<file path="config.mk">
export PLATFORM = sky130hd
export DESIGN_NAME = slot_status_device_flat
export DESIGN_NICKNAME = d
export VERILOG_FILES = /design/src/design/slot_status_pkg.sv /design/src/design/slot_link_if.sv /design/src/design/slot_status_device.sv /design/src/flat_wrapper.sv
export SDC_FILE = /design/constraint.sdc
export NUM_CORES = 1
export LEC_CHECK = 0
export ABC_CLOCK_PERIOD_IN_PS = 2300
export BUFFER_PORTS_ARGS = -buffer_cell sky130_fd_sc_hd__buf_2
export CORE_ASPECT_RATIO = 1.2
export CORE_MARGIN = 2
export CORE_UTILIZATION = 51
export CTS_CLUSTER_SIZE = 8
export DETAILED_ROUTE_END_ITERATION = 6
export PLACE_DENSITY = 0.88
export SYNTH_ARGS = -nofsm -noshare
export SYNTH_HDL_FRONTEND = slang
export SYNTH_SLANG_ARGS = --single-unit
</file>
<file path="constraint.sdc">
create_clock -name mclk_i -period 2.3 [get_ports mclk_i]
set_clock_uncertainty 0.15 [all_clocks]
set_input_delay 0.23 -clock mclk_i [delete_from_list [all_inputs] [get_ports mclk_i]]
set_output_delay 0.23 -clock mclk_i [all_outputs]
set_load 0.02 [all_outputs]
</file>
<file path="src/design/slot_status_pkg.sv">
// Constants shared by both ends of the slot status and fault link
package slot_status_pkg;
  // =====================================================
  // Device command bytes
  localparam logic [7:0] CMD_CTRL_A = 8'h02;
  localparam logic [7:0] CMD_CTRL_B = 8'h03;
  localparam logic [7:0] CMD_STAT_A = 8'h04;
  localparam logic [7:0] CMD_STAT_B = 8'h05;
  localparam logic [7:0] CMD_COMMON = 8'h06;
  localparam logic [7:0] STAT_RESET = 8'h00;
  localparam logic [7:0] CTRL_RESET = 8'h00;
  localparam logic [7:0] COMMON_RESET = 8'h00;

  // =====================================================
  // Status register fields
  localparam int STAT_FAULT_BIT = 7;
  localparam int STAT_MAIN_BIT = 6;
  localparam int STAT_AUX_BIT = 5;
  localparam int STAT_AUXOC_BIT = 4;
  localparam int STAT_R12OC_BIT = 2;
  localparam int STAT_R3OC_BIT = 0;
  localparam logic [7:0] STAT_FLAG_MASK = 8'h15;

  // =====================================================
  // Control and common register fields
  localparam int CTRL_GATE_BIT = 2;
  localparam int CTRL_MAIN_BIT = 1;
  localparam int CTRL_AUX_BIT = 0;
  localparam logic [7:0] CTRL_WR_MASK = 8'h07;
  localparam int COMMON_MASK_BIT = 3;

  // =====================================================
  // Host Avalon map (byte addresses)
  localparam logic [4:0] AV_CMD = 5'h00;
  localparam logic [4:0] AV_STATUS = 5'h04;
  localparam logic [4:0] AV_IRQ_STATUS = 5'h08;
  localparam logic [4:0] AV_IRQ_MASK = 5'h0c;
  localparam logic [4:0] AV_PINS = 5'h10;
  localparam logic [31:0] AV_UNMAPPED = 32'h0000_0000;
  localparam int IRQ_DONE_BIT = 0;
  localparam int IRQ_ALERT_BIT = 1;
  localparam logic [5:0] PINS_RESET = 6'h30;
endpackage

</file>
<file path="src/design/slot_link_if.sv">
// Interface joining the host controller to the slot status device
`timescale 1ns/1ps
interface slot_link_if;
  logic cmd_req;
  logic cmd_write;
  logic [7:0] cmd_code;
  logic [7:0] cmd_wdata;
  logic cmd_ack;
  logic [7:0] cmd_rdata;
  logic [1:0] main_request;
  logic [1:0] aux_request;
  logic [1:0] override_in_n;
  logic [1:0] fault_out_n_o;
  logic [1:0] fault_out_n_oe;
  logic int_n_o;
  logic int_n_oe;
  logic [1:0] fault_out_n;
  logic int_n;

  // Open-drain wires with pull-ups: low only while someone drives low
  assign fault_out_n = ~fault_out_n_oe | fault_out_n_o;
  assign int_n = ~int_n_oe | int_n_o;

  modport device (
    input cmd_req, cmd_write, cmd_code, cmd_wdata,
    output cmd_ack, cmd_rdata,
    input main_request, aux_request, override_in_n,
    output fault_out_n_o, fault_out_n_oe, int_n_o, int_n_oe
  );
  modport host (
    output cmd_req, cmd_write, cmd_code, cmd_wdata,
    input cmd_ack, cmd_rdata,
    output main_request, aux_request, override_in_n,
    input fault_out_n, int_n
  );
endinterface

</file>
<file path="src/design/slot_status_device.sv">
// Two-slot status and fault register bank of the hot-swap controller
//
// Register access over Avalon-MM was decided locally.
`timescale 1ns/1ps
module slot_status_device (
  input wire logic mclk_i,
  input wire logic rst_i,
  slot_link_if.device link,
  input wire logic [1:0] aux_oc_i,
  input wire logic [1:0] rail12_oc_i,
  input wire logic [1:0] rail3_oc_i,
  output logic [1:0] main_power_o,
  output logic [1:0] aux_power_o
);

  // =====================================================
  // Pin synchronisers
  logic [1:0] main_req_s1;
  logic [1:0] main_req_s2;
  logic [1:0] aux_req_s1;
  logic [1:0] aux_req_s2;
  logic [1:0] ovr_n_s1;
  logic [1:0] ovr_n_s2;

  // Request and override pins come from outside this clock domain
  always_ff @(posedge mclk_i) begin
    if (rst_i) begin
      main_req_s1 <= 2'h0;
      main_req_s2 <= 2'h0;
      aux_req_s1 <= 2'h0;
      aux_req_s2 <= 2'h0;
      ovr_n_s1 <= 2'h3;
      ovr_n_s2 <= 2'h3;
    end else begin
      main_req_s1 <= link.main_request;
      main_req_s2 <= main_req_s1;
      aux_req_s1 <= link.aux_request;
      aux_req_s2 <= aux_req_s1;
      ovr_n_s1 <= link.override_in_n;
      ovr_n_s2 <= ovr_n_s1;
    end
  end

  // =====================================================
  // Command port decode
  logic cmd_take;
  logic wr_take;
  logic [7:0] ctrl [2];
  logic [7:0] common;
  logic [7:0] stat_rd [2];
  logic [1:0] flag_aux;
  logic [1:0] flag_r12;
  logic [1:0] flag_r3;
  logic [1:0] main_trip;
  logic [1:0] aux_trip;
  logic [1:0] fault_status;
  logic [1:0] fault_drive;

  // A request is taken once; ack drops it out of the held request
  assign cmd_take = link.cmd_req && !link.cmd_ack;
  assign wr_take = cmd_take && link.cmd_write;

  always_ff @(posedge mclk_i) begin
    if (rst_i) begin
      link.cmd_ack <= 1'b0;
    end else begin
      link.cmd_ack <= cmd_take;
    end
  end

  // Read data mux; reading has no side effect on pins or flags
  always_ff @(posedge mclk_i) begin
    if (rst_i) begin
      link.cmd_rdata <= 8'h00;
    end else if (cmd_take && !link.cmd_write) begin
      unique case (link.cmd_code)
        slot_status_pkg::CMD_CTRL_A: link.cmd_rdata <= ctrl[0];
        slot_status_pkg::CMD_CTRL_B: link.cmd_rdata <= ctrl[1];
        slot_status_pkg::CMD_STAT_A: link.cmd_rdata <= stat_rd[0];
        slot_status_pkg::CMD_STAT_B: link.cmd_rdata <= stat_rd[1];
        slot_status_pkg::CMD_COMMON: link.cmd_rdata <= common;
        default: link.cmd_rdata <= 8'h00;
      endcase
    end
  end

  // Common register: only the interrupt mask is held here
  always_ff @(posedge mclk_i) begin
    if (rst_i) begin
      common <= slot_status_pkg::COMMON_RESET;
    end else if (wr_take && link.cmd_code == slot_status_pkg::CMD_COMMON) begin
      common <= link.cmd_wdata & (8'h01 << slot_status_pkg::COMMON_MASK_BIT);
    end
  end

  // =====================================================
  // Per-slot power path, fault and flags
  genvar s;
  generate
    for (s = 0; s < 2; s++) begin : g_slot
      logic [7:0] ctrl_code;
      logic [7:0] stat_code;
      logic wr_ctrl;
      logic wr_stat;
      logic main_on;
      logic aux_on;
      logic main_oc;
      logic pin_mode;
      logic override_on;

      assign ctrl_code = (s == 0) ? slot_status_pkg::CMD_CTRL_A : slot_status_pkg::CMD_CTRL_B;
      assign stat_code = (s == 0) ? slot_status_pkg::CMD_STAT_A : slot_status_pkg::CMD_STAT_B;
      assign wr_ctrl = wr_take && link.cmd_code == ctrl_code;
      assign wr_stat = wr_take && link.cmd_code == stat_code;
      assign main_on = main_power_o[s];
      assign aux_on = aux_power_o[s];
      assign main_oc = rail12_oc_i[s] || rail3_oc_i[s];
      // Power under register control when either enable bit is set
      assign pin_mode = !(ctrl[s][slot_status_pkg::CTRL_MAIN_BIT]
                          || ctrl[s][slot_status_pkg::CTRL_AUX_BIT]);
      // Override counts only while the gate bit is clear
      assign override_on = !ovr_n_s2[s]
                           && !ctrl[s][slot_status_pkg::CTRL_GATE_BIT];

      // Control register; a trip drops the register enable like a breaker
      always_ff @(posedge mclk_i) begin
        if (rst_i) begin
          ctrl[s] <= slot_status_pkg::CTRL_RESET;
        end else begin
          if (wr_ctrl) begin
            ctrl[s] <= link.cmd_wdata & slot_status_pkg::CTRL_WR_MASK;
          end
          if (main_on && main_oc) begin
            ctrl[s][slot_status_pkg::CTRL_MAIN_BIT] <= 1'b0;
          end
          if (aux_on && aux_oc_i[s]) begin
            ctrl[s][slot_status_pkg::CTRL_AUX_BIT] <= 1'b0;
          end
        end
      end

      // Trip latches; each is released only by its own request going low
      always_ff @(posedge mclk_i) begin
        if (rst_i) begin
          main_trip[s] <= 1'b0;
          aux_trip[s] <= 1'b0;
        end else begin
          if (main_on && main_oc) begin
            main_trip[s] <= 1'b1;
          end else if (!main_req_s2[s]) begin
            main_trip[s] <= 1'b0;
          end
          if (aux_on && aux_oc_i[s]) begin
            aux_trip[s] <= 1'b1;
          end else if (!aux_req_s2[s]) begin
            aux_trip[s] <= 1'b0;
          end
        end
      end

      // In pin mode the fault holds while either trip stands, so the request of each tripped supply must drop
      assign fault_status[s] = (main_trip[s] || aux_trip[s]) && pin_mode;

      // Actual supply state; off at reset and off while tripped
      always_ff @(posedge mclk_i) begin
        if (rst_i) begin
          main_power_o[s] <= 1'b0;
          aux_power_o[s] <= 1'b0;
        end else begin
          main_power_o[s] <= (main_req_s2[s] || ctrl[s][slot_status_pkg::CTRL_MAIN_BIT])
                             && !main_trip[s] && !(main_on && main_oc);
          aux_power_o[s] <= (aux_req_s2[s] || ctrl[s][slot_status_pkg::CTRL_AUX_BIT])
                            && !aux_trip[s] && !(aux_on && aux_oc_i[s]);
        end
      end

      // Sticky flags: a new event in the clearing cycle wins over the clear
      always_ff @(posedge mclk_i) begin
        if (rst_i) begin
          flag_aux[s] <= 1'b0;
          flag_r12[s] <= 1'b0;
          flag_r3[s] <= 1'b0;
        end else begin
          flag_aux[s] <= (aux_on && aux_oc_i[s]) || (flag_aux[s] && !(wr_stat
                         && link.cmd_wdata[slot_status_pkg::STAT_AUXOC_BIT]));
          flag_r12[s] <= (main_on && rail12_oc_i[s]) || (flag_r12[s] && !(wr_stat
                         && link.cmd_wdata[slot_status_pkg::STAT_R12OC_BIT]));
          flag_r3[s] <= (main_on && rail3_oc_i[s]) || (flag_r3[s] && !(wr_stat
                        && link.cmd_wdata[slot_status_pkg::STAT_R3OC_BIT]));
        end
      end

      // Fault pin follows the fault status unless override is on, never reads or clears
      always_ff @(posedge mclk_i) begin
        if (rst_i) begin
          fault_drive[s] <= 1'b0;
        end else begin
          fault_drive[s] <= fault_status[s] && !override_on;
        end
      end

      // Status byte; bit 7 reports the fault irrespective of override
      always_comb begin
        stat_rd[s] = slot_status_pkg::STAT_RESET;
        stat_rd[s][slot_status_pkg::STAT_FAULT_BIT] = fault_status[s];
        stat_rd[s][slot_status_pkg::STAT_MAIN_BIT] = main_on;
        stat_rd[s][slot_status_pkg::STAT_AUX_BIT] = aux_on;
        stat_rd[s][slot_status_pkg::STAT_AUXOC_BIT] = flag_aux[s];
        stat_rd[s][slot_status_pkg::STAT_R12OC_BIT] = flag_r12[s];
        stat_rd[s][slot_status_pkg::STAT_R3OC_BIT] = flag_r3[s];
      end
    end
  endgenerate

  // =====================================================
  // Open-drain pins
  logic int_drive;

  // Interrupt stays low until every flag of both slots is cleared or the mask bit is set
  always_ff @(posedge mclk_i) begin
    if (rst_i) begin
      int_drive <= 1'b0;
    end else begin
      int_drive <= (|{flag_aux, flag_r12, flag_r3})
                   && !common[slot_status_pkg::COMMON_MASK_BIT];
    end
  end

  assign link.int_n_o = 1'b0;
  assign link.int_n_oe = int_drive;
  assign link.fault_out_n_o = 2'h0;
  assign link.fault_out_n_oe = fault_drive;

endmodule

</file>
<file path="src/flat_wrapper.sv">
// flat-port wrapper written by rule: the top's interface ports become plain ports
module slot_status_device_flat 
  (mclk_i, rst_i, aux_oc_i, rail12_oc_i, rail3_oc_i, main_power_o, aux_power_o, link_cmd_req, link_cmd_write, link_cmd_code, link_cmd_wdata, link_cmd_ack, link_cmd_rdata, link_main_request, link_aux_request, link_override_in_n, link_fault_out_n_o, link_fault_out_n_oe, link_int_n_o, link_int_n_oe);
  slot_link_if link_i ();
  input wire logic mclk_i;
  input wire logic rst_i;
  input wire logic [1:0] aux_oc_i;
  input wire logic [1:0] rail12_oc_i;
  input wire logic [1:0] rail3_oc_i;
  output logic [1:0] main_power_o;
  output logic [1:0] aux_power_o;
  input wire logic [$bits(link_i.cmd_req)-1:0] link_cmd_req;
  input wire logic [$bits(link_i.cmd_write)-1:0] link_cmd_write;
  input wire logic [$bits(link_i.cmd_code)-1:0] link_cmd_code;
  input wire logic [$bits(link_i.cmd_wdata)-1:0] link_cmd_wdata;
  output wire logic [$bits(link_i.cmd_ack)-1:0] link_cmd_ack;
  output wire logic [$bits(link_i.cmd_rdata)-1:0] link_cmd_rdata;
  input wire logic [$bits(link_i.main_request)-1:0] link_main_request;
  input wire logic [$bits(link_i.aux_request)-1:0] link_aux_request;
  input wire logic [$bits(link_i.override_in_n)-1:0] link_override_in_n;
  output wire logic [$bits(link_i.fault_out_n_o)-1:0] link_fault_out_n_o;
  output wire logic [$bits(link_i.fault_out_n_oe)-1:0] link_fault_out_n_oe;
  output wire logic [$bits(link_i.int_n_o)-1:0] link_int_n_o;
  output wire logic [$bits(link_i.int_n_oe)-1:0] link_int_n_oe;
  assign link_i.cmd_req = link_cmd_req;
  assign link_i.cmd_write = link_cmd_write;
  assign link_i.cmd_code = link_cmd_code;
  assign link_i.cmd_wdata = link_cmd_wdata;
  assign link_cmd_ack = link_i.cmd_ack;
  assign link_cmd_rdata = link_i.cmd_rdata;
  assign link_i.main_request = link_main_request;
  assign link_i.aux_request = link_aux_request;
  assign link_i.override_in_n = link_override_in_n;
  assign link_fault_out_n_o = link_i.fault_out_n_o;
  assign link_fault_out_n_oe = link_i.fault_out_n_oe;
  assign link_int_n_o = link_i.int_n_o;
  assign link_int_n_oe = link_i.int_n_oe;
  slot_status_device u_core (.mclk_i(mclk_i), .rst_i(rst_i), .link(link_i), .aux_oc_i(aux_oc_i), .rail12_oc_i(rail12_oc_i), .rail3_oc_i(rail3_oc_i), .main_power_o(main_power_o), .aux_power_o(aux_power_o));
endmodule
</file>
==> results.json, run 1 <==
{
  "seqPwrFrac_pct": 57.2,
  "maxSlewViolCount": 0,
  "use_met1_pct": 24.7,
  "grt_max_degree": 40,
  "cts_resized": 0,
  "switchingPower_uw": 371,
  "antenna_found_initial": 0,
  "final_common_cell": "buf_2",
  "synth_area_sq_um": 1870,
  "ys_types": 44,
  "slowest_delay_ns": 0.56,
  "p_per_area_nw_per_um2": 664,
  "clock-sinks": 45,
  "syn_avg_cell_area_sq_um": 10.0,
  "p_leak_nw": 0.927,
  "ys_async_sr_fraction_pct": 0,
  "fin_nets": 265,
  "antenna_left": 0,
  "drtPass1Iterations": 4,
  "start_util_pct": 52.2,
  "cts_setup_buffers": 0,
  "path_buf_inv": 1,
  "crit_type": "input pin to flop",
  "cts_buffer_depth": 2,
  "gp_congestion": 0.801,
  "ir_worst_vdd_mv": 0.480,
  "clk_latency_ns": 0.30,
  "crit_arrival_ns": 1.74,
  "cp_num_cells": 5,
  "coreArea_sq_um": 3570,
  "crit_path_max_fanout": 4,
  "clockPowerShare_pct": 32.3,
  "cts_root_buf": "clkbuf_8",
  "stdcell_area_sq_um": 2220,
  "slowest_stage": "or4b_4",
  "max_freq_mhz": 538,
  "grt_pass1_vias": 1463,
  "postRouteWirelength_um": 3850,
  "diodes": 0,
  "fin_tns_setup_ns": 0,
  "die_w_um": 59.2,
  "grt_use_met2_pct": 33.7,
  "period_needed_ns": 1.86,
  "overflow": 0,
  "cts_htree_levels": 2,
  "rsz0062_at_grt": "false",
  "dieHeight_um": 70.3,
  "ioPinCount": 51,
  "postPlaceCellArea_sq_um": 2060,
  "wl_per_cell_um": 14.1,
  "slew-limit-headroom_pct": 62.0,
  "clk_pin_slew_worst_paths_ns": 0.08,
  "vias": 1519,
  "p_sw_share_pct": 25.1,
  "cts_tree": "yes",
  "final_util_pct": 62.2,
  "holdWs_ns": 0.0292,
  "drc": 0,
  "worst_pin_slew_ns": 0.568,
  "p_int_mw": 1.10,
  "gr-usage-met3_pct": 6.30,
  "area_growth_pct": 19.0,
  "cp_cell_sequence": "buf_2 -> or4_4 -> or4b_4 -> nor2_1 -> or3b_2",
  "drive_above_1_share_pct": 29.1,
  "hpwlAfterDp_um": 2760,
  "finalSetupViolations": 0,
  "yosysSeqAreaShare_pct": 51.5,
  "cts_hold_buffers": 8,
  "ys.flop_type": "dfxtp_1",
  "first_iter_violations": 96,
  "die_area_sq_um": 4160,
  "fin_crit_sh_pct": 80.8,
  "synth-edff-count": 6,
  "gr-max-usage-layer": "met2",
  "grt_first_pass_wirelength_um": 6480,
  "fp-row-count": 24,
  "yosysWarnings": 0,
  "end_kind": "flop",
  "path_delay_family": "simple AND/OR/NAND/NOR gates",
  "numCtsBuffers": 5,
  "required_ns": 2.18,
  "port-buffer-count": 44,
  "yosys_register_bits": 45,
  "status": "finished, final reports clean",
  "worstRegToRegCells": 4,
  "layout_common_cells": "buf_2, dfxtp_1, nor2_1",
  "syn_inst": 186,
  "hold_class": "input pin to flop",
  "hold_viol": 0,
  "timing.max_cap.violations": 0,
  "critPathLaunchType": "input pin",
  "power_frac_comb_pct": 10.5,
  "min_path_cells": 3,
  "grt_usage_pct": 20.7,
  "vias_per_cell": 5.56
}
==> power groups by stage <==
stage                     sequential (mW)  combinational (mW)  clock (mW)
after floorplan                     0.861              0.0972           0
after global placement              0.862               0.141           0
after detailed placement            0.863               0.143           0
after CTS                           0.844               0.154       0.486
after global routing                0.849               0.170       0.519
final                               0.845               0.155       0.476
==> worst min-delay path, delay by kind of cell <==
family | cells | cell delay, ns
buf+inv | 1 | 0.07
mux | 1 | 0.06
simple gates | 1 | 0.09
==> logic make-up after synthesis <==
kind of cell,after synthesis,share of synthesized area [%]
AND/OR/NAND/NOR,78,25.6
flip-flops,45,51.5
AO/OA/AOI/OAI,39,13.7
buffers and inverters,17,5.70
multiplexers,6,3.35
other,1,0.201
==> final timing paths <==
path	from	end	slack (ns)
min reg2reg	u_core.ovr_n_s1[0]	u_core.ovr_n_s2[0]	0.27
min	link_cmd_wdata[3]	u_core.common[3]	0.03
max	link_cmd_code[5]	u_core.ctrl[0][0]	0.44
max reg2reg	u_core.link.cmd_ack	u_core.ctrl[0][0]	0.52
==> registers in the layout, summed over array words and instances, names as in the netlist, 2 cells and up <==
signal and count:
u_core.aux_req_s1 2, u_core.aux_req_s2 2, u_core.aux_trip 2, u_core.ctrl 6, u_core.flag_aux 2, u_core.flag_r12 2
u_core.flag_r3 2, u_core.g_slot.aux_on 2, u_core.g_slot.main_on 2, u_core.link.cmd_rdata 8, u_core.link.fault_out_n_oe 2, u_core.main_req_s1 2
u_core.main_req_s2 2, u_core.main_trip 2, u_core.ovr_n_s1 2, u_core.ovr_n_s2 2
==> synth_stat cells, types with 3 or more instances <==
library cell  instances  area [sq um]
dfxtp_1              39           781
nor2_1               15          56.3
a21oi_1              12          60.1
o21ai_0              11          55.1
nand2_1              10          37.5
nor2b_1              10          62.6
buf_4                 7          52.6
clkbuf_1              6          22.5
edfxtp_1              6           180
or2_2                 5          31.3
and3_1                4          25.0
mux2i_1               4          40.0
nand3b_1              4          30.0
nand4_1               4          25.0
nor3_1                4          20.0
o2bb2ai_1             4          35.0
nand4b_1              3          26.3
==> through the flow <==
stage                     total power, mW  setup WS (ns)  instances
after floorplan                     0.959          0.307        188
after global placement               1.00          0.142        257
after detailed placement             1.01          0.112        257
after CTS                            1.48          0.442        273
after global routing                 1.54          0.374        273
final                                1.48          0.441        273
==> per-layer routing <==
layer,routed length [um],vias to the layer above,part of all wire [%]
met5,0,-,0
met4,63,0,1.6
met3,233,7,6.1
met2,1970,56,51
met1,1590,705,41
li1,-,751,-
==> cell type report <==
type,count,area [sq um]
Inverter,1,3.75
Clock buffer,5,68.8
Sequential cell,45,961
Multi-Input combinational cell,126,807
Tap cell,39,48.8
Timing Repair Buffer,54,315
Fill cell,308,1350
Clock inverter,3,17.5
No activity file was read; power rests on OpenSTA's default activity.
==> inputs of run 2 (changes only) <==
- ABC_AREA: unset -> 1
- ABC_CLOCK_PERIOD_IN_PS: 2300 -> 1900
- clock period: 2.3 -> 1.9 ns (I/O delays scaled with it)
==> results.json, run 2 <==
{
  "synth-edff-count": 6,
  "gp_congestion": 0.856,
  "largest_reg_flops": 8,
  "fin_tns_setup_ns": 0,
  "area_growth_pct": 18.8,
  "multiInputGateArea_sq_um": 742,
  "max_freq_mhz": 662,
  "timing.max_cap.violations": 0,
  "drive_above_1_share_pct": 24.9,
  "cts_htree_levels": 2,
  "ir_worst_vdd_mv": 0.519,
  "ys_async_sr_fraction_pct": 0,
  "dieHeight_um": 70.9,
  "crit_arrival_ns": 1.37,
  "reg_top3": "u_core.link.cmd_rdata: 8 flops, u_core.ctrl: 6 flops",
  "period_needed_ns": 1.51,
  "clock-sinks": 45,
  "cts_resized": 0,
  "cts_buffer_depth": 2,
  "stdcell_area_sq_um": 2260,
  "vias_per_cell": 5.00,
  "hpwlAfterDp_um": 2970,
  "syn_avg_cell_area_sq_um": 7.63,
  "postRouteWirelength_um": 3900,
  "clk_latency_ns": 0.30,
  "final_common_cell": "nand2_1",
  "fin_crit_sh_pct": 79.5,
  "ys_types": 23,
  "ioPinCount": 51,
  "ys.flop_type": "dfxtp_1",
  "end_kind": "flop",
  "fin_nets": 328,
  "drc": 0,
  "p_leak_nw": 1.08,
  "grt_pass1_vias": 1615,
  "hold_class": "input pin to flop",
  "timing.critical_path.from": "u_core.link.cmd_ack",
  "numCtsBuffers": 5,
  "coreArea_sq_um": 3600,
  "port-buffer-count": 44,
  "layout_common_cells": "nand2_1, buf_2, dfxtp_1",
  "synth_top_area_cell": "dfxtp_1",
  "start_util_pct": 52.7,
  "rsz0062_at_grt": "false",
  "critPathLaunchType": "flop",
  "yosys.area.top_type_share_pct": 41.1,
  "diodes": 0,
  "antenna_found_initial": 0,
  "finalSetupViolations": 0,
  "yosys_register_bits": 45,
  "seq_area_sq_um": 961,
  "ys_top_cells_by_count": "nand2_1, dfxtp_1, inv_1, nor2_1, nand3_1",
  "yosysSeqAreaShare_pct": 50.6,
  "yosysWarnings": 0,
  "ys_top_cells_by_area": "dfxtp_1, nand2_1, edfxtp_1, inv_1, nor2_1",
  "synth_most_common_cell": "nand2_1",
  "syn_inst": 249,
  "cts_tree": "yes",
  "grt_usage_pct": 21.0,
  "p_per_area_nw_per_um2": 801,
  "maxSlewViolCount": 0,
  "required_ns": 1.76,
  "drtPass1Iterations": 4,
  "first_iter_violations": 70,
  "die_w_um": 59.7,
  "postPlaceCellArea_sq_um": 2100,
  "antenna_left": 0,
  "cts_root_buf": "clkbuf_8",
  "hold_viol": 0,
  "crit_path_max_fanout": 10,
  "largest_register": "u_core.link.cmd_rdata",
  "clk_pin_slew_worst_paths_ns": 0.08,
  "die_area_sq_um": 4230,
  "status": "finished, final reports clean",
  "synth_area_sq_um": 1900,
  "fp-row-count": 24,
  "timing.rr.start": "u_core.link.cmd_ack",
  "grt_first_pass_wirelength_um": 6820,
  "vias": 1680,
  "min-delay-start": "rail3_oc_i[1]",
  "grt_max_degree": 15,
  "wl_per_cell_um": 11.6,
  "overflow": 0,
  "fillCellCount": 323,
  "crit_type": "flop to flop"
}
-- run 2: changes by cell type after synthesis, sizes merged, moves of 8 or more --
cell | previous run | this run
inv | 1 | 30
a21oi | 12 | 20
nor2b | 10 | 0
nor2 | 15 | 28
nand3 | 2 | 17
nand2 | 10 | 67
-- run 2: critical path: stages, from the launching register on --
cell	delay [ns]
dfxtp_1	0.32
inv_1	0.05
nand2_1	0.09
nor2_2	0.35
nand2_1	0.17
nand3_1	0.10
-- run 2: kinds of logic after synthesis --
family          after synthesis  share of synthesized area [%]
simple gates                129                           29.8
flops                        45                           50.6
buf+inv                      44                           10.7
compound gates               30                           8.70
other cells                   1                          0.197
-- run 2: final cells by class --
class	count	share of cell area (%)
Multi-Input combinational cell	162	32.9
Sequential cell	45	42.6
Timing Repair Buffer	52	13.1
Clock inverter	2	0.610
Inverter	30	4.99
Tap cell	39	2.16
Clock buffer	6	3.66
-- run 2: worst paths after layout --
| path | to | slack (ns) | depth (start not counted) |
|---|---|---|---|
| min reg2reg | u_core.aux_req_s2[0] | 0.26 | 2 |
| max | u_core.ctrl[1][1] | 0.39 | 5 |
| max reg2reg | u_core.ctrl[1][1] | 0.39 | 5 |
| min | u_core.flag_r3[1] | 0.02 | 3 |
-- run 2: per-layer routing --
layer | share of wire [%] | wire, um | track usage [%]
met1 | 40 | 1570 | 24.5
met2 | 53 | 2050 | 36.8
met3 | 6.0 | 236 | 5.67
met4 | 1.2 | 46 | 5.93
met5 | 0 | 0 | 0
-- run 2: timing repair --
| action | CTS | global route |
|---|---|---|
| buffers inserted | 0 | 0 |
| hold endpoints to repair | 6 | 0 |
| hold buffers | 6 | 0 |
-- run 2: power breakdown --
| group | total, mW | switching (mW) | leakage [nW] | internal (mW) |
|---|---|---|---|---|
| Sequential | 1.02 | 0.0240 | 0.382 | 1.00 |
| Combinational | 0.176 | 0.107 | 0.646 | 0.0689 |
| Clock | 0.607 | 0.312 | 0.0512 | 0.295 |
-- run 2: metrics by stage --
step | setup slack, ns | hold WS, ns | util [%] | total power [mW] | instances
finish | 0.390 | 0.0239 | 62.6 | 1.81 | 336
global route | 0.220 | 0.0234 | 62.6 | 1.89 | 336
CTS | 0.383 | 0.0157 | 62.6 | 1.82 | 336
detailed placement | 0.265 | 0.225 | 58.3 | 1.21 | 322
global placement | 0.318 | 0.223 | 58.3 | 1.21 | 322
floorplan | 0.492 | 0.144 | - | 1.16 | 251
==> inputs of run 3 (changes only) <==
- ABC_CLOCK_PERIOD_IN_PS: 1900 -> 1500
- clock period: 1.9 -> 1.5 ns (I/O delays scaled with it)
==> results.json, run 3 (synthesis gave the netlist of run 2 again) <==
{
  "layout_common_cells": "nand2_1, buf_2, dfxtp_1",
  "reg_top3": "u_core.link.cmd_rdata: 8 flops, u_core.ctrl: 6 flops",
  "post-place-cells": 325,
  "end_kind": "flop",
  "fillCellCount": 313,
  "fin_cells": 343,
  "finalSetupViolations": 0,
  "holdWs_ns": 0.0129,
  "path_delay_family": "simple AND/OR/NAND/NOR gates",
  "postRouteWirelength_um": 4090,
  "hold_viol": 0,
  "crit_path_max_fanout": 7,
  "dieHeight_um": 70.9,
  "drc": 0,
  "cp_cell_sequence": "inv_1 -> nand2_1 -> nor2_2 -> a21oi_1 -> nand2_1",
  "gr-usage-met3_pct": 6.03,
  "status": "finished, final reports clean",
  "clock-sinks": 45,
  "die_area_sq_um": 4230,
  "cts_resized": 0,
  "numCtsBuffers": 5,
  "multiInputGateArea_sq_um": 742,
  "gp_congestion": 0.849,
  "grt_usage_pct": 21.4,
  "use_met1_pct": 24.5,
  "period_needed_ns": 1.41,
  "drtPass1Iterations": 4,
  "grt_use_met2_pct": 37.7,
  "first_iter_violations": 48,
  "fin_nets": 335,
  "critPathLaunchType": "flop",
  "final_common_cell": "nand2_1",
  "overflow": 0,
  "diodes": 0,
  "rsz0062_at_grt": "true",
  "max_freq_mhz": 710,
  "clk_pin_slew_worst_paths_ns": 0.08,
  "min_path_cells": 3,
  "area_growth_pct": 23.1,
  "slowest_stage": "dfxtp_1",
  "die_w_um": 59.7,
  "path_common_cell": "nand2_1",
  "worstRegToRegCells": 5,
  "antenna_found_initial": 0,
  "clk_latency_ns": 0.30,
  "slowest_delay_ns": 0.32,
  "vias": 1747,
  "crit_arrival_ns": 1.28,
  "grt_first_pass_wirelength_um": 7000,
  "vias_per_cell": 5.09,
  "cts_tree": "yes",
  "largest_reg_flops": 8,
  "p_per_area_nw_per_um2": 1020,
  "fin_crit_sh_pct": 93.8,
  "ir_worst_vdd_mv": 0.732,
  "ioPinCount": 51,
  "cts_buffer_depth": 2,
  "start_util_pct": 52.7,
  "cp_num_cells": 5,
  "largest_register": "u_core.link.cmd_rdata",
  "hold_class": "input pin to flop",
  "drive_above_1_share_pct": 25.0,
  "cts_htree_levels": 2,
  "p_leak_nw": 1.12,
  "maxSlewViolCount": 0,
  "fp-row-count": 24,
  "cts_setup_buffers": 0,
  "timing.max_cap.violations": 0,
  "required_ns": 1.38,
  "coreArea_sq_um": 3600,
  "path_buf_inv": 1,
  "hpwlAfterDp_um": 2980,
  "seq_area_sq_um": 961,
  "grt_max_degree": 15,
  "cts_root_buf": "clkbuf_8",
  "gr-max-usage-layer": "met2",
  "port-buffer-count": 44,
  "wl_per_cell_um": 11.9,
  "antenna_left": 0,
  "crit_type": "flop to flop",
  "grt_pass1_vias": 1714
}
[run 3: power breakdown]
group / leakage (nW) / switching (mW) / internal, mW
logic: 0.680 / 0.142 / 0.101
clock network: 0.0534 / 0.407 / 0.428
registers: 0.382 / 0.0285 / 1.27
total: 1.12 / 0.578 / 1.80
[run 3: per-stage QoR]
| step | TNS, ns | utilization (%) | cell area [sq um] | setup WS, ns | power [mW] |
|---|---|---|---|---|---|
| 2_1_floorplan | 0 | - | 1910 | 0.0919 | 1.47 |
| 3_3_place_gp | 0 | 59.2 | 2130 | 0.0799 | 1.54 |
| 3_5_place_dp | 0 | 59.2 | 2130 | 0.0421 | 1.54 |
| 4_1_cts | 0 | 64.9 | 2340 | 0.0873 | 2.38 |
| 5_1_grt | -0.452 | 64.9 | 2340 | -0.0543 | 2.47 |
| 6_report | 0 | 64.9 | 2340 | 0.0925 | 2.37 |
[run 3: final cells by class]
| class | instances | share of cell area [%] |
|---|---|---|
| clock buffers | 7 | 4.18 |
| clock inverters | 1 | 0.214 |
| inverters | 30 | 4.82 |
| multi-input cells | 162 | 31.7 |
| flip-flops and latches | 45 | 41.1 |
| well taps | 39 | 2.09 |
| repair buffers | 59 | 15.8 |
[run 3: tightest hold or removal path: cells and delay by family]
family | cells | cell delay, ns
compound gates | 1 | 0.08
buf+inv | 1 | 0.09
simple gates | 1 | 0.09
[run 3: worst paths after layout]
| check | start | to | slack [ns] |
|---|---|---|---|
| worst min-delay path | rail3_oc_i[0] | u_core.flag_r3[0] | 0.01 |
| worst min register to register | u_core.aux_req_s1[0] | u_core.aux_req_s2[0] | 0.26 |
| worst max-delay path | u_core.link.cmd_ack | u_core.ctrl[0][0] | 0.09 |
| worst max register to register | u_core.link.cmd_ack | u_core.ctrl[0][0] | 0.09 |
[run 3: repair_timing]
item                                   in CTS  in global routing
hold buffers                               10                  0
endpoints found under the hold margin      11                  0
setup endpoints to repair                   0                 15
[run 3: metal layers]
metal | vias to the layer above | part of all wire (%)
met5 | - | 0
li1 | 884 | -
met4 | 0 | 2.1
met3 | 10 | 5.1
met2 | 52 | 52
met1 | 801 | 41
